--- config.mk ---
export PLATFORM = sky130hd
export DESIGN_NAME = mcd_core
export DESIGN_NICKNAME = d
export VERILOG_FILES = /design/src/mcd_core.v /design/src/mcd_counter.v /design/src/mcd_alu.v
export VERILOG_INCLUDE_DIRS = /design/src
export SDC_FILE = /design/constraint.sdc
export NUM_CORES = 1
export LEC_CHECK = 0
export CORE_MARGIN = 10
export CORE_UTILIZATION = 45
export CTS_BUF_LIST = sky130_fd_sc_hd__clkbuf_2
export DETAILED_ROUTE_END_ITERATION = 7
export DONT_BUFFER_PORTS = 1
export PLACE_DENSITY = 0.69
export SYNTH_ARGS = -nofsm -noshare
export SYNTH_HDL_FRONTEND = slang
export SYNTH_SLANG_ARGS = --single-unit
--- constraint.sdc ---
create_clock -name ref_clk -period 19 [get_ports ref_clk]
set_input_delay 3.8 -clock ref_clk [delete_from_list [all_inputs] [get_ports ref_clk]]
set_output_delay 3.8 -clock ref_clk [all_outputs]
set_load 0.02 [all_outputs]
--- src/mcd_defines.vh ---
// constants for the clear/compare/decrement execution block
// assumes a 32-bit AXI4-Lite register port, byte addressed
`ifndef MCD_DEFINES_VH
`define MCD_DEFINES_VH

// ****************************************
// register byte offsets
// ****************************************
`define MCD_REG_CMD     5'h00
`define MCD_REG_WORK    5'h04
`define MCD_REG_STATUS  5'h08
`define MCD_REG_FADDR   5'h0c
`define MCD_REG_FDATA   5'h10
`define MCD_REG_WDCFG   5'h14
`define MCD_REG_WDCNT   5'h18

// ****************************************
// command register fields
// ****************************************
`define MCD_CMD_OP_LSB   0
`define MCD_CMD_OP_MSB   3
`define MCD_CMD_ADR_LSB  4
`define MCD_CMD_ADR_MSB  10
`define MCD_CMD_DEST     11

// ****************************************
// operation codes
// ****************************************
`define MCD_OP_NONE        4'h0
`define MCD_OP_CLR_WORK    4'h1
`define MCD_OP_CLR_WDOG    4'h2
`define MCD_OP_CLR_FILE    4'h3
`define MCD_OP_COMPLEMENT  4'h4
`define MCD_OP_DECREMENT   4'h5
`define MCD_OP_COMPARE     4'h6
`define MCD_OP_SLEEP       4'h7

// ****************************************
// status and watchdog config bits
// ****************************************
`define MCD_ST_ZERO      0
`define MCD_ST_CARRY     1
`define MCD_ST_TIMEOUT_N 2
`define MCD_ST_PWRDN_N   3
`define MCD_CFG_PS_WDOG  0
`define MCD_CFG_WD_EN    1

// ****************************************
// reset values and response codes
// ****************************************
`define MCD_RST_WORK     8'h00
`define MCD_RST_CFG      2'h0
`define MCD_RESP_OKAY    2'h0
`define MCD_RESP_SLVERR  2'h2

`endif

--- src/mcd_core.v ---
// execution block for clear, complement, decrement, compare and
// clear-watchdog ops, with working register, 128-byte file, flags and
// a small watchdog, all reached over an AXI4-Lite slave port
// assumes one clock (ref_clk, 40 MHz) and a well-behaved AXI master
//
// Summary of operation
// - clearing the working register loads zero and sets the zero flag in one cycle.
// - clearing the watchdog zeroes its counter and also the prescaler when it serves the watchdog.
// - clearing the watchdog sets the timeout and power-down status bits to one in one cycle.
// - clearing a file register (address 0..127) writes zero there and sets the zero flag.
// - complement inverts the file register and sets the zero flag from the result in one cycle.
// - for complement and decrement, dest 0 sends the result to the working register, 1 back to the file.
// - decrement subtracts one from the file register and sets the zero flag from the result in one cycle.
// - compare subtracts the working register from the file register and updates zero and carry in one cycle.
// - compare changes neither the working register nor the file register, only the flags.
`timescale 1ns/100ps
`default_nettype none
`include "mcd_defines.vh"

module mcd_core (
    input  wire        ref_clk,
    input  wire        rstn,
    input  wire [31:0] s_axi_awaddr,
    input  wire        s_axi_awvalid,
    output reg         s_axi_awready,
    input  wire [31:0] s_axi_wdata,
    input  wire [3:0]  s_axi_wstrb,
    input  wire        s_axi_wvalid,
    output reg         s_axi_wready,
    output reg  [1:0]  s_axi_bresp,
    output reg         s_axi_bvalid,
    input  wire        s_axi_bready,
    input  wire [31:0] s_axi_araddr,
    input  wire        s_axi_arvalid,
    output reg         s_axi_arready,
    output reg  [31:0] s_axi_rdata,
    output reg  [1:0]  s_axi_rresp,
    output reg         s_axi_rvalid,
    input  wire        s_axi_rready
);

    // ****************************************
    // state
    // ****************************************
    reg  [7:0]  file_mem [0:127];
    reg  [7:0]  work_register;
    reg         zero_flag;
    reg         carry_flag;
    reg         timeout_status_n;
    reg         powerdown_status_n;
    reg  [6:0]  file_ptr;
    reg  [1:0]  wd_cfg;
    reg  [11:0] last_cmd;
    reg  [4:0]  wr_addr;
    reg  [31:0] wr_data;
    reg  [3:0]  wr_strb;
    reg         aw_held;
    reg         w_held;
    reg  [31:0] next_rdata;
    reg  [1:0]  next_rresp;

    wire        do_write;
    wire        wr_low;
    wire        wr_cmd;
    wire [3:0]  op;
    wire [6:0]  op_adr;
    wire        op_dest;
    wire [7:0]  op_fval;
    wire [7:0]  alu_result;
    wire        alu_to_work;
    wire        alu_to_file;
    wire        alu_zero_we;
    wire        alu_zero;
    wire        alu_carry_we;
    wire        alu_carry;
    wire        clear_watchdog_op;
    wire        sleep_op;
    wire        wd_run;
    wire        ps_to_wd;
    wire        ps_wrap;
    wire        wd_wrap;
    wire [7:0]  shared_prescaler;
    wire [7:0]  watchdog_counter;

    // ****************************************
    // write channel capture
    // ****************************************
    // address and data are taken in either order, then held until the response
    always @(posedge ref_clk or negedge rstn)
    begin
        if (!rstn)
        begin
            s_axi_awready <= 1'b1;
            s_axi_wready  <= 1'b1;
            s_axi_bvalid  <= 1'b0;
            s_axi_bresp   <= `MCD_RESP_OKAY;
            aw_held       <= 1'b0;
            w_held        <= 1'b0;
            wr_addr       <= 5'h00;
            wr_data       <= 32'h0000_0000;
            wr_strb       <= 4'h0;
        end
        else
        begin
            if (s_axi_awvalid && s_axi_awready)
            begin
                aw_held       <= 1'b1;
                s_axi_awready <= 1'b0;
                wr_addr       <= s_axi_awaddr[4:0];
            end
            if (s_axi_wvalid && s_axi_wready)
            begin
                w_held       <= 1'b1;
                s_axi_wready <= 1'b0;
                wr_data      <= s_axi_wdata;
                wr_strb      <= s_axi_wstrb;
            end
            if (do_write)
            begin
                s_axi_bvalid <= 1'b1;
                s_axi_bresp  <= (wr_addr[1:0] != 2'h0 || wr_addr > `MCD_REG_WDCNT) ?
                                `MCD_RESP_SLVERR : `MCD_RESP_OKAY;
            end
            if (s_axi_bvalid && s_axi_bready)
            begin
                s_axi_bvalid  <= 1'b0;
                aw_held       <= 1'b0;
                w_held        <= 1'b0;
                s_axi_awready <= 1'b1;
                s_axi_wready  <= 1'b1;
            end
        end
    end

    // the write acts once, in the cycle both halves are present
    assign do_write = aw_held & w_held & ~s_axi_bvalid;
    assign wr_low   = do_write & wr_strb[0];
    // a command needs both low byte lanes, or its fields would be torn
    assign wr_cmd   = do_write & (wr_addr == `MCD_REG_CMD) & (&wr_strb[1:0]);

    // ****************************************
    // command decode and datapath
    // ****************************************
    assign op      = wr_cmd ? wr_data[`MCD_CMD_OP_MSB:`MCD_CMD_OP_LSB] : `MCD_OP_NONE;
    assign op_adr  = wr_data[`MCD_CMD_ADR_MSB:`MCD_CMD_ADR_LSB];
    assign op_dest = wr_data[`MCD_CMD_DEST];
    assign op_fval = file_mem[op_adr];

    assign clear_watchdog_op = (op == `MCD_OP_CLR_WDOG);
    assign sleep_op          = (op == `MCD_OP_SLEEP);

    mcd_alu u_alu (
        .op       (op),
        .dest     (op_dest),
        .work     (work_register),
        .fval     (op_fval),
        .result   (alu_result),
        .to_work  (alu_to_work),
        .to_file  (alu_to_file),
        .zero_we  (alu_zero_we),
        .zero     (alu_zero),
        .carry_we (alu_carry_we),
        .carry    (alu_carry)
    );

    // ****************************************
    // file register array
    // ****************************************
    // no reset on the array, like any ram; op and direct writes never collide
    always @(posedge ref_clk)
    begin
        if (alu_to_file)
            file_mem[op_adr] <= alu_result;
        else if (wr_low && wr_addr == `MCD_REG_FDATA)
            file_mem[file_ptr] <= wr_data[7:0];
    end

    // ****************************************
    // working register, flags, config
    // ****************************************
    always @(posedge ref_clk or negedge rstn)
    begin
        if (!rstn)
        begin
            work_register <= `MCD_RST_WORK;
            zero_flag     <= 1'b0;
            carry_flag    <= 1'b0;
            file_ptr      <= 7'h00;
            wd_cfg        <= `MCD_RST_CFG;
            last_cmd      <= 12'h000;
        end
        else
        begin
            if (wr_cmd)
                last_cmd <= wr_data[11:0];
            // ops take priority over direct software writes of the same cycle
            if (alu_to_work)
                work_register <= alu_result;
            else if (wr_low && wr_addr == `MCD_REG_WORK)
                work_register <= wr_data[7:0];
            if (alu_zero_we)
                zero_flag <= alu_zero;
            else if (wr_low && wr_addr == `MCD_REG_STATUS)
                zero_flag <= wr_data[`MCD_ST_ZERO];
            if (alu_carry_we)
                carry_flag <= alu_carry;
            else if (wr_low && wr_addr == `MCD_REG_STATUS)
                carry_flag <= wr_data[`MCD_ST_CARRY];
            if (wr_low && wr_addr == `MCD_REG_FADDR)
                file_ptr <= wr_data[6:0];
            if (wr_low && wr_addr == `MCD_REG_WDCFG)
                wd_cfg <= wr_data[1:0];
        end
    end

    // ****************************************
    // watchdog and shared prescaler
    // ****************************************
    assign wd_run   = wd_cfg[`MCD_CFG_WD_EN];
    assign ps_to_wd = wd_cfg[`MCD_CFG_PS_WDOG];

    // prescaler runs always; it only clocks the watchdog while assigned to it
    mcd_counter #(.W(8)) u_prescaler (
        .ref_clk (ref_clk),
        .rstn    (rstn),
        .clr     (clear_watchdog_op & ps_to_wd),
        .en      (1'b1),
        .count   (shared_prescaler),
        .wrap    (ps_wrap)
    );

    mcd_counter #(.W(8)) u_watchdog (
        .ref_clk (ref_clk),
        .rstn    (rstn),
        .clr     (clear_watchdog_op),
        .en      (wd_run & (ps_to_wd ? ps_wrap : 1'b1)),
        .count   (watchdog_counter),
        .wrap    (wd_wrap)
    );

    // status bits; a watchdog restart zeroes the counter so it cannot wrap then
    always @(posedge ref_clk or negedge rstn)
    begin
        if (!rstn)
        begin
            timeout_status_n   <= 1'b1;
            powerdown_status_n <= 1'b1;
        end
        else
        begin
            if (wd_wrap)
                timeout_status_n <= 1'b0;
            else if (clear_watchdog_op)
                timeout_status_n <= 1'b1;
            if (sleep_op)
                powerdown_status_n <= 1'b0;
            else if (clear_watchdog_op)
                powerdown_status_n <= 1'b1;
        end
    end

    // ****************************************
    // read channel
    // ****************************************
    // read mux, unmapped or misaligned addresses answer slverr
    always @*
    begin
        next_rdata = 32'h0000_0000;
        next_rresp = `MCD_RESP_OKAY;
        case (s_axi_araddr[4:0])
            `MCD_REG_CMD:    next_rdata[11:0] = last_cmd;
            `MCD_REG_WORK:   next_rdata[7:0]  = work_register;
            `MCD_REG_STATUS: next_rdata[3:0]  = {powerdown_status_n, timeout_status_n, carry_flag, zero_flag};
            `MCD_REG_FADDR:  next_rdata[6:0]  = file_ptr;
            `MCD_REG_FDATA:  next_rdata[7:0]  = file_mem[file_ptr];
            `MCD_REG_WDCFG:  next_rdata[1:0]  = wd_cfg;
            `MCD_REG_WDCNT:  next_rdata[15:0] = {shared_prescaler, watchdog_counter};
            default:         next_rresp       = `MCD_RESP_SLVERR;
        endcase
    end

    // one read at a time, answered the cycle after the address is taken
    always @(posedge ref_clk or negedge rstn)
    begin
        if (!rstn)
        begin
            s_axi_arready <= 1'b1;
            s_axi_rvalid  <= 1'b0;
            s_axi_rdata   <= 32'h0000_0000;
            s_axi_rresp   <= `MCD_RESP_OKAY;
        end
        else if (s_axi_arvalid && s_axi_arready)
        begin
            s_axi_arready <= 1'b0;
            s_axi_rvalid  <= 1'b1;
            s_axi_rdata   <= next_rdata;
            s_axi_rresp   <= next_rresp;
        end
        else if (s_axi_rvalid && s_axi_rready)
        begin
            s_axi_rvalid  <= 1'b0;
            s_axi_arready <= 1'b1;
        end
    end

endmodule // mcd_core

`default_nettype wire

--- src/mcd_counter.v ---
// free-running up counter with synchronous clear and wrap pulse
// assumes one clock, asynchronous active-low reset
`timescale 1ns/100ps
`default_nettype none

module mcd_counter #(
    parameter W = 8
) (
    input  wire         ref_clk,
    input  wire         rstn,
    input  wire         clr,
    input  wire         en,
    output reg  [W-1:0] count,
    output wire         wrap
);

    // wrap fires on the step from all ones back to zero
    assign wrap = en & ~clr & (&count);

    // clear beats counting so a restart never loses its zero
    always @(posedge ref_clk or negedge rstn)
    begin
        if (!rstn)
            count <= {W{1'b0}};
        else if (clr)
            count <= {W{1'b0}};
        else if (en)
            count <= count + {{(W-1){1'b0}}, 1'b1};
    end

endmodule // mcd_counter

`default_nettype wire

--- src/mcd_alu.v ---
// combinational datapath for the clear/complement/decrement/compare ops
// assumes operands are stable for the cycle the op is issued
`timescale 1ns/100ps
`default_nettype none
`include "mcd_defines.vh"

module mcd_alu (
    input  wire [3:0] op,
    input  wire       dest,
    input  wire [7:0] work,
    input  wire [7:0] fval,
    output reg  [7:0] result,
    output reg        to_work,
    output reg        to_file,
    output reg        zero_we,
    output reg        zero,
    output reg        carry_we,
    output reg        carry
);

    reg [8:0] diff;

    // result, destination and flag selection per op
    always @*
    begin
        diff     = {1'b0, fval} - {1'b0, work};
        result   = 8'h00;
        to_work  = 1'b0;
        to_file  = 1'b0;
        zero_we  = 1'b0;
        zero     = 1'b0;
        carry_we = 1'b0;
        carry    = 1'b0;
        case (op)
            `MCD_OP_CLR_WORK:
            begin
                to_work = 1'b1;
                zero_we = 1'b1;
                zero    = 1'b1;
            end
            `MCD_OP_CLR_FILE:
            begin
                to_file = 1'b1;
                zero_we = 1'b1;
                zero    = 1'b1;
            end
            `MCD_OP_COMPLEMENT:
            begin
                result  = ~fval;
                to_work = ~dest;
                to_file = dest;
                zero_we = 1'b1;
                zero    = (result == 8'h00);
            end
            `MCD_OP_DECREMENT:
            begin
                result  = fval - 8'h01;
                to_work = ~dest;
                to_file = dest;
                zero_we = 1'b1;
                zero    = (result == 8'h00);
            end
            `MCD_OP_COMPARE:
            begin
                // difference is dropped, nothing is written back
                zero_we  = 1'b1;
                carry_we = 1'b1;
                zero     = (diff[7:0] == 8'h00);
                carry    = ~diff[8];
            end
            default:
            begin
                result = 8'h00;
            end
        endcase
    end

endmodule // mcd_alu

`default_nettype wire

# After elaboration in Yosys (flattened, before gate mapping)
# Memories as Yosys holds them, arrays and structs flattened.
# Index checks and enable logic that the tools add are counted.
# op_classes
addsub	4
multipliers	0
div	0
n_lt_le_gt_ge	1
eq_ne	18
shift	0
muxes	51
bitwise	16
n_reduce_logical	35
# op_table
op	n
8-bit two-way mux	6
1-bit two-way mux	31
5-bit == test (second input constant)	5
8-bit logical NOT	3
2-bit nonzero test	11
5-bit by 4-bit == test with 1-bit output (second input constant)	4
8-bit by 1-bit adder with 8-bit output (second input constant)	2
4-bit by 3-bit == test with 1-bit output (second input constant)	4
8-bit case mux with 2 select lines	1
8-bit AND reduction	2
3-bit case mux with 5 select lines	1
2-bit case mux with 7 select lines	1
2-bit case mux with 6 select lines	1
1-bit AND	10
5-bit by 3-bit == test with 1-bit output (second input constant)	2
1-bit logical AND	10
5-bit logical NOT	2
8-bit by 8-bit subtractor with 9-bit output	1
4-bit by 2-bit == test with 1-bit output (second input constant)	2
4-bit two-way mux	2
8-bit NOT	1
1-bit case mux with 4 select lines	2
4-bit case mux with 2 select lines	1
8-bit OR reduction	1
other kinds (12)	19
# word_totals
register_bits	95
latch_bits	0
ram_bits	1024
rom_bits	0
input_bits	107
out_inout_bits	41
n_memories	1
# mem_list
name	words	word_bits	rd	rd_clocked_by_memory_dff	write_ports	line_no	rtl
file_mem	128	8	2	0	1	mcd_core.v:45	reg [7:0] file_mem [0:127];

# Logic depth before layout (Yosys ltp)
# Gate-level depths: netlist (run 1).
# logic_depth
ltp_word	14
mapped_depth	21
mapped_depth_nobuf	16

# By module
# A second synthesis (run 1) with hierarchy kept.
# hier_totals
cells_unflattened	2893
area_unflattened_um2	53608.9
# by_module_without_submodules
module	instances	cells_per_inst	area_per_inst_um2	seq_area_each_um2
mcd_core	1	2709	52105.0	32682.6
mcd_counter	2	39	402.9	200.2
mcd_alu	1	106	698.2	0.0

# Worst setup path after synthesis (run 1)
# No wires, ideal clock.
# synth_path
kind	flip-flop to flip-flop
from	reg s_axi_bvalid
to	mem file_mem[0][1], data pin
t_arrival_ns	6.930
t_required_ns	17.802
setup_slack_ns	10.872
path_stages_with_launch	8
n_path_buf	2
synth_period_minus_slack_ns	8.128
path_cell_list	dfrtp_1 > inv_1 > and3_1 > nand3_1 > or4b_2 > clkbuf_1 > clkbuf_1 > o21ai_0
# synth_via
elab_chain_cells	12
word_cells_on_any_way	18
# synth_rtl
element	line_no	rtl
start: declaration	mcd_core.v:31	output reg s_axi_bvalid,
start signal: assignment	mcd_core.v:95	s_axi_bvalid <= 1'b0;
start signal: assignment	mcd_core.v:120	s_axi_bvalid <= 1'b1;
start signal: assignment	mcd_core.v:126	s_axi_bvalid <= 1'b0;
1-bit NOT *	mcd_core.v:136	assign do_write = aw_held & w_held & ~s_axi_bvalid;
1-bit AND *	mcd_core.v:136	
1-bit AND (2 in series)	mcd_core.v:139	assign wr_cmd = do_write & (wr_addr == `MCD_REG_CMD) & (&wr_strb[1:0]);
4-bit two-way mux (no line)	n/a	
4-bit by 3-bit == test with 1-bit output	mcd_alu.v:34	case (op)
2-bit OR reduction (no line)	n/a	
1-bit case mux with 2 select lines	mcd_alu.v:34	
1-bit two-way mux	mcd_core.v:172	if (alu_to_file)
1-bit two-way mux (not written as such)	mcd_core.v:175	file_mem[file_ptr] <= wr_data[7:0];
8-bit OR reduction (no line)	n/a	
8-bit two-way mux (no line) *	n/a	
end: declaration	mcd_core.v:45	
# Mark *: on every way between the ends. The rest lies on a longest branch, timed or not.

# Worst setup path in the final report (run 1)
# layout_path
from	reg wr_data[4]
to	mem file_mem[51][3], data pin
# layout_via
elab_chain_cells	4
word_cells_on_any_way	5
# layout_rtl
element	line_no	rtl
start: declaration	mcd_core.v:55	reg [31:0] wr_data;
start signal: assignment	mcd_core.v:115	wr_data <= s_axi_wdata;
memory 128 x 8 bit *	n/a	
8-bit by 1-bit subtractor with 8-bit output / 8-bit NOT (equally long branches)	mcd_alu.v:57, mcd_alu.v:49	
8-bit case mux with 2 select lines *	mcd_alu.v:34	
8-bit two-way mux (no line) *	n/a	
# Marks and branches as above.

==> impl_metrics.py, run 1 <==
metrics = {
    "die": {
        "core-area_um2": 117900,
        "die_y_um": 364.5,
        "die_width_um": 364.5,
        "floorplan.rows": 126,
        "start_util": 0.4529,
        "io_pins": 148,
        "die-area_um2": 132900,
    },
    "route": {
        "wl_per_cell_um": 31.81,
        "viasPerCell": 6.562,
        "drc": 0,
        "detail_route.iter0.violations": 3902,
        "ant_nets": 0,
        "drt_pass1_iterations": 7,
        "drt-total-wl_mm": 149.8,
        "vias": 30909,
    },
    "place": {
        "port_buffers": 0,
        "detailed_place_hpwl_mm": 95.82,
        "dpl.cell_count": 4226,
        "pre_cts_slack_ns": 11.92,
        "globalplace.congestion": 0.9164,
    },
    "timing": {
        "setup_viol": 0,
        "tightestPinTransition_ns": 1.372,
        "final_max_slew_viol_count": 0,
        "max_freq_mhz": 140.6,
        "skew_ns": 0.1861,
        "min_period_ns": 7.112,
        "setup-tns-final_ns": 0,
        "timing.final.crit_share": 0.3743,
        "hold_violations": 0,
        "fin_ws_ns": 11.89,
        "max_slew_margin": 0.07342,
        "rsz0062_at_grt": "no",
    },
    "finish": {
        "multi_input_area_um2": 19210,
        "final_core_util": 0.4859,
        "seq_area_um2": 33110,
        "num-fill-cells": 9630,
        "finalNonFillerCells": 4710,
        "layout.nets": 3113,
        "syn_to_final_growth_pct": 7.282,
        "drive_above_1_share": 0.3615,
    },
    "global_route": {
        "grt_max_degree": 129,
        "grt_pass1_wl_mm": 218.3,
        "gr-total-overflow": 0,
        "grt_pass1_vias": 32011,
        "antenna_found_initial": 5,
        "grt_usage": 0.2250,
    },
    "clock_tree": {
        "h-tree-depth": 5,
        "cts_made_buffers": 298,
        "clock_path_buffers": 4,
        "cts_tree": "done",
        "cts_setup_buffers": 0,
        "ctsResizeCount": 0,
        "cts.sinks": 1117,
        "postCtsHoldBufs": 0,
        "path_clk_slew_ns": 0.10,
        "clock_latency_ns": 1.61,
        "root_buffer": "clkbuf_2",
    },
    "setup_path": {
        "crit_fanout": 80,
        "crit_type": "reg -> reg",
        "critPathRequiredTime_ns": 20.16,
        "crit_path_end_kind": "flop",
        "cp-start-kind": "flop",
        "rr_worst_depth": 13,
        "worstPathCellList": "buf_4 -> buf_4 -> mux4_2 -> mux2i_1 -> mux2i_1 -> mux4_2 -> mux2i_4 -> inv_2 -> or3_4 -> nand2_1 -> xnor2_1 -> o22ai_4 -> buf_4",
        "crit_top_cell": "buf_4",
        "arrival_ns": 8.27,
        "max_stage_delay_ns": 0.94,
        "cpMaxStageDelayCell": "o22ai_4",
    },
    "power": {
        "intPower_uw": 4270,
        "irDropWorstVdd_mv": 0.1664,
        "p_seq_frac": 0.429,
        "leakagePower_uw": 0.01593,
        "total_power_uw": 6828,
        "clockPowerShare": 0.236,
        "p_sw_uw": 2558,
        "pwr_density_cell_nw_per_um2": 119.2,
        "p_comb_frac": 0.335,
        "switching_share": 0.3747,
    },
    "synthesis": {
        "synth_cell_type_count": 81,
        "synth.yosys.warnings": 0,
        "synthAdderAreaFrac": 0.003889,
        "synthArstFlopShare": 0.08326,
        "ys_ff_latch": 1117,
        "synth-simple-area-share": 0.03988,
        "yosysSeqAreaShare": 0.6195,
        "synth_compound_area_frac": 0.02753,
        "synth_flop_cell": "edfxtp_1",
        "syn-cell-area_um2": 53400,
        "synth.area.mux_share": 0.2811,
        "syn_avg_cell_area_um2": 18.80,
        "synth_top_family_by_area": "multiplexers",
        "synth-xor-area-share": 0.003936,
        "synth-edff-count": 1024,
        "syn_inst": 2840,
    },
    "min_path": {
        "whs_path_depth": 1,
        "hp-class": "reg -> reg",
    },
    "status": {
        "outcome": "completed",
    },
    "run": {
        "cap_violations": 0,
    },
}
==> sequential cells by signal, summed over array words and instances, names as in the netlist, 5 cells and up <==
register	flops
u_prescaler.count	8
work_register	8
last_cmd	12
s_axi_rdata	16
file_ptr	7
wr_addr	5
u_watchdog.count	8
wr_data	12
file_mem	1024
==> worst max-delay path: cells and delay by family (launching register included) <==
family	cells	cell delay (ns)
buffers and inverters	4	2.33
flip-flops	1	0.70
AND/OR/NAND/NOR	2	0.55
AO/OA/AOI/OAI	1	0.94
multiplexers	5	1.95
XOR/XNOR	1	0.12
==> logic make-up after synthesis <==
kind of cell,after synthesis
buf+inv,252
simple gates,448
mux,767
xor+xnor,24
fa+ha+maj,16
other cells,1
compound gates,215
flops,1117
==> final cells by class <==
| class | count | area share |
|---|---|---|
| Antenna cell | 1 | 0.00004368 |
| Clock buffer | 412 | 0.03599 |
| Clock inverter | 71 | 0.006857 |
| Inverter | 28 | 0.001834 |
| Multi-Input combinational cell | 1488 | 0.3353 |
| Sequential cell | 1117 | 0.5779 |
| Tap cell | 1536 | 0.03354 |
| Timing Repair Buffer | 57 | 0.008561 |
==> path summary, 6_finish.rpt <==
| path | from | slack, ns | endpoint |
|---|---|---|---|
| worst min-delay path | wr_strb[1] | 0.52 | wr_strb[1] |
| worst min register to register | wr_strb[1] | 0.52 | wr_strb[1] |
| max in group asynchronous | rstn | 16.84 | s_axi_arready |
| worst max-delay path | wr_data[4] | 11.89 | file_mem[51][3] |
| min in group asynchronous | rstn | 1.91 | work_register[1] |
| worst max register to register | wr_data[4] | 11.89 | file_mem[51][3] |
==> power groups by stage <==
stage	Combinational (µW)	Clock, µW	Sequential, µW
2_1_floorplan	1750	0	2800
3_3_place_gp	2230	0	2980
3_5_place_dp	2250	0	2980
4_1_cts	2250	1640	2930
5_1_grt	2380	1770	2940
6_report	2290	1610	2930
==> stage by stage <==
step | cell area, µm² | hold WS [ns]
global placement | 54830 | 0.4859
floorplan | 53470 | 0.4612
CTS | 57280 | 0.5148
global route | 57290 | 0.5304
finish | 57290 | 0.5181
detailed placement | 54830 | 0.4925
==> synthesized netlist by cell type (7+ instances only) <==
cell type  number  area share
inv_1          24      0.0017
mux2i_1       142       0.027
xnor2_1         8      0.0013
ha_1           15      0.0035
nor3_1         15      0.0014
mux4_1         12      0.0059
a22o_1          8      0.0013
mux2_2         45      0.0095
nand4_1         7     0.00082
o21ai_0        49      0.0046
a221oi_1        7      0.0011
clkbuf_1      116      0.0082
nor2_1        182       0.013
nand2b_1       10      0.0012
buf_4          33      0.0046
a22oi_1        31      0.0044
nand2_1       109      0.0077
nand3_1        39      0.0037
edfxtp_1     1024        0.58
nand3b_1       11      0.0015
buf_2          25      0.0023
a21oi_1        26      0.0024
dfrtp_1        88       0.041
nor4b_1         8      0.0013
buf_6          19      0.0040
nor3b_1         7     0.00098
xor2_1         16      0.0026
buf_1          28      0.0020
a31oi_1         8     0.00094
mux4_2        564        0.24
and3_1          7     0.00082
o22ai_1        33      0.0039
a211oi_1        8      0.0011
nor2b_1        14      0.0016
==> layout by cell type, fill, tap and decap left out, types with 16 or more instances in the layout <==
cell type  synthesis  final
a21oi_1           26     26
conb_1             1     18
clkbuf_2           0    412
nor2_1           182    180
nand2_1          109    106
xor2_1            16     16
clkinv_1           2     55
mux2_2            45     45
mux4_2           564    564
o22ai_1           33     32
edfxtp_1        1024   1024
o21ai_0           49     48
inv_1             24     24
dfrtp_1           88     81
nand3_1           39     39
a22oi_1           31     31
buf_4             33     52
mux2i_1          142    142
==> layer usage <==
metal | vias to the layer above | share of wire | track usage
met2 | 2132 | 0.48 | 0.3541
li1 | 12382 | - | -
met3 | 392 | 0.12 | 0.07376
met5 | - | 0 | 0
met4 | 0 | 0.044 | 0.09674
met1 | 16003 | 0.36 | 0.2861
Power figures use the tool's default switching activity.
==> run 2: changes to the inputs <==
- clock period: 19 -> 6.7 ns (I/O delays scaled with it)
==> impl_metrics.py, run 2 (same netlist as run 1, synthesis figures left out) <==
metrics = {
    "status": {
        "outcome": "completed",
    },
    "setup_path": {
        "cp_num_buf_inv": 2,
        "arrival_ns": 6.92,
        "cpLargestDelayFamily": "compound AO/OA/AOI/OAI gates",
        "crit_type": "reg -> reg",
        "crit_path_end_kind": "flop",
        "r2r_slack_ns": 0.92,
        "cpMaxStageDelayCell": "dfrtp_4",
        "crit_fanout": 128,
        "worstPathCellList": "buf_4 -> mux4_2 -> a22oi_1 -> o21ai_1 -> o311ai_1 -> nor3_2 -> or3_4 -> o41ai_4 -> xor2_1 -> a22o_4 -> buf_12",
        "max_stage_delay_ns": 0.95,
        "critPathRequiredTime_ns": 7.85,
        "cp-start-kind": "flop",
    },
    "finish": {
        "finalNonFillerCells": 4783,
        "reg.largest.list": "file_mem: 1024 flops, s_axi_rdata: 16 flops",
        "final_cell_mix": "1,024 x edfxtp_1, 564 x mux4_2, 406 x clkbuf_2",
        "num-fill-cells": 9625,
        "syn_to_final_growth_pct": 8.544,
        "largest_reg_flops": 1024,
        "drive_above_1_share": 0.3633,
        "largest_register": "file_mem",
        "layout_commonest_cell": "edfxtp_1",
        "layout.nets": 3181,
        "final_core_util": 0.4916,
    },
    "place": {
        "globalplace.congestion": 0.9204,
        "port_buffers": 0,
        "detailed_place_hpwl_mm": 99.69,
        "pre_cts_slack_ns": 1.179,
        "dpl.cell_count": 4263,
    },
    "die": {
        "die_width_um": 364.5,
        "core-area_um2": 117900,
        "die-area_um2": 132900,
        "io_pins": 148,
        "start_util": 0.4529,
        "floorplan.rows": 126,
        "die_y_um": 364.5,
    },
    "route": {
        "drc": 0,
        "detail_route.iter0.violations": 3913,
        "vias": 31242,
        "ant_nets": 0,
        "wl_per_cell_um": 31.92,
        "drt_pass1_iterations": 8,
        "viasPerCell": 6.532,
        "drt-total-wl_mm": 152.7,
    },
    "min_path": {
        "hp-class": "in -> reg",
    },
    "clock_tree": {
        "cts_tree": "done",
        "clock_latency_ns": 1.57,
        "h-tree-depth": 5,
        "cts.sinks": 1117,
        "root_buffer": "clkbuf_2",
        "clock_path_buffers": 4,
        "path_clk_slew_ns": 0.11,
        "cts_made_buffers": 300,
    },
    "power": {
        "irDropWorstVdd_mv": 0.3286,
        "leakagePower_uw": 0.01625,
        "pwr_density_cell_nw_per_um2": 336.3,
    },
    "timing": {
        "rsz0062_at_grt": "no",
        "setup-tns-final_ns": 0,
        "timing.final.crit_share": 0.8620,
        "tightestPinTransition_ns": 1.275,
        "setup_viol": 0,
        "max_freq_mhz": 173.2,
        "hold_violations": 0,
        "skew_ns": 0.2001,
        "final_max_slew_viol_count": 0,
        "max_slew_margin": 0.1468,
        "fin_ws_ns": 0.9247,
        "min_period_ns": 5.775,
    },
    "global_route": {
        "gr-usage-met3": 0.06292,
        "gr-max-usage-layer": "met2",
        "met2_usage": 0.3589,
        "grt_pass1_wl_mm": 221.3,
        "antenna_found_initial": 6,
        "grt_pass1_vias": 32110,
        "globalRouteMet1Util": 0.2992,
        "gr-total-overflow": 0,
        "grt_usage": 0.2283,
        "grt_max_degree": 129,
    },
    "run": {
        "cap_violations": 0,
    },
}
[run 2: power by group]
| group | internal (µW) | switching [µW] | leakage, µW |
|---|---|---|---|
| Sequential | 7690 | 684 | 0.00901 |
| Combinational | 2780 | 3920 | 0.00538 |
| Clock | 1670 | 2760 | 0.00187 |
| Total | 12100 | 7360 | 0.0163 |
[run 2: stage by stage]
stage | cell area (µm²) | total power, µW | hold WS, ns
floorplan | 53480 | 12910 | 0.4612
global placement | 55260 | 15010 | 0.4816
detailed placement | 55260 | 15070 | 0.4952
CTS | 57950 | 19470 | 0.03627
global route | 57970 | 20250 | 0.1324
finish | 57970 | 19490 | 0.2175
[run 2: worst min-delay path: stages]
cell,delay (ns)
nand3_1,0.05
nand3_1,0.14
o21ai_0,0.11
[run 2: metal layers]
layer / part of all wire / routed length [µm]
met1: 0.37 / 56060
met2: 0.48 / 73350
met3: 0.11 / 17240
met4: 0.040 / 6034
met5: 0 / 0
[run 2: final cells by class]
class | instances | area [µm²] | share of cell area
Sequential cell | 1117 | 33110 | 0.5712
Multi-Input combinational cell | 1488 | 19210 | 0.3314
Clock buffer | 406 | 2032 | 0.03505
Tap cell | 1536 | 1922 | 0.03315
Timing Repair Buffer | 123 | 1226 | 0.02115
Clock inverter | 83 | 357.8 | 0.006173
Inverter | 28 | 105.1 | 0.001813
Antenna cell | 2 | 5.005 | 0.00008634
[run 2: worst paths after layout]
path | from | end | cells after the start
hold reg to reg | wr_strb[1] | wr_strb[1] | 1
hold / removal | s_axi_araddr[4] | s_axi_rdata[0] | 3
max in group asynchronous | rstn | file_ptr[1] | 2
setup / recovery | wr_data[4] | file_mem[104][7] | 11
min in group asynchronous | rstn | u_prescaler.count[7] | 2
setup reg to reg | wr_data[4] | file_mem[104][7] | 11
[run 2: repair_timing]
action,CTS,global route
setup buffers,0,0
endpoints found under the setup margin,0,0
hold buffers,29,0
resized for setup,0,0
endpoints found under the hold margin,119,0
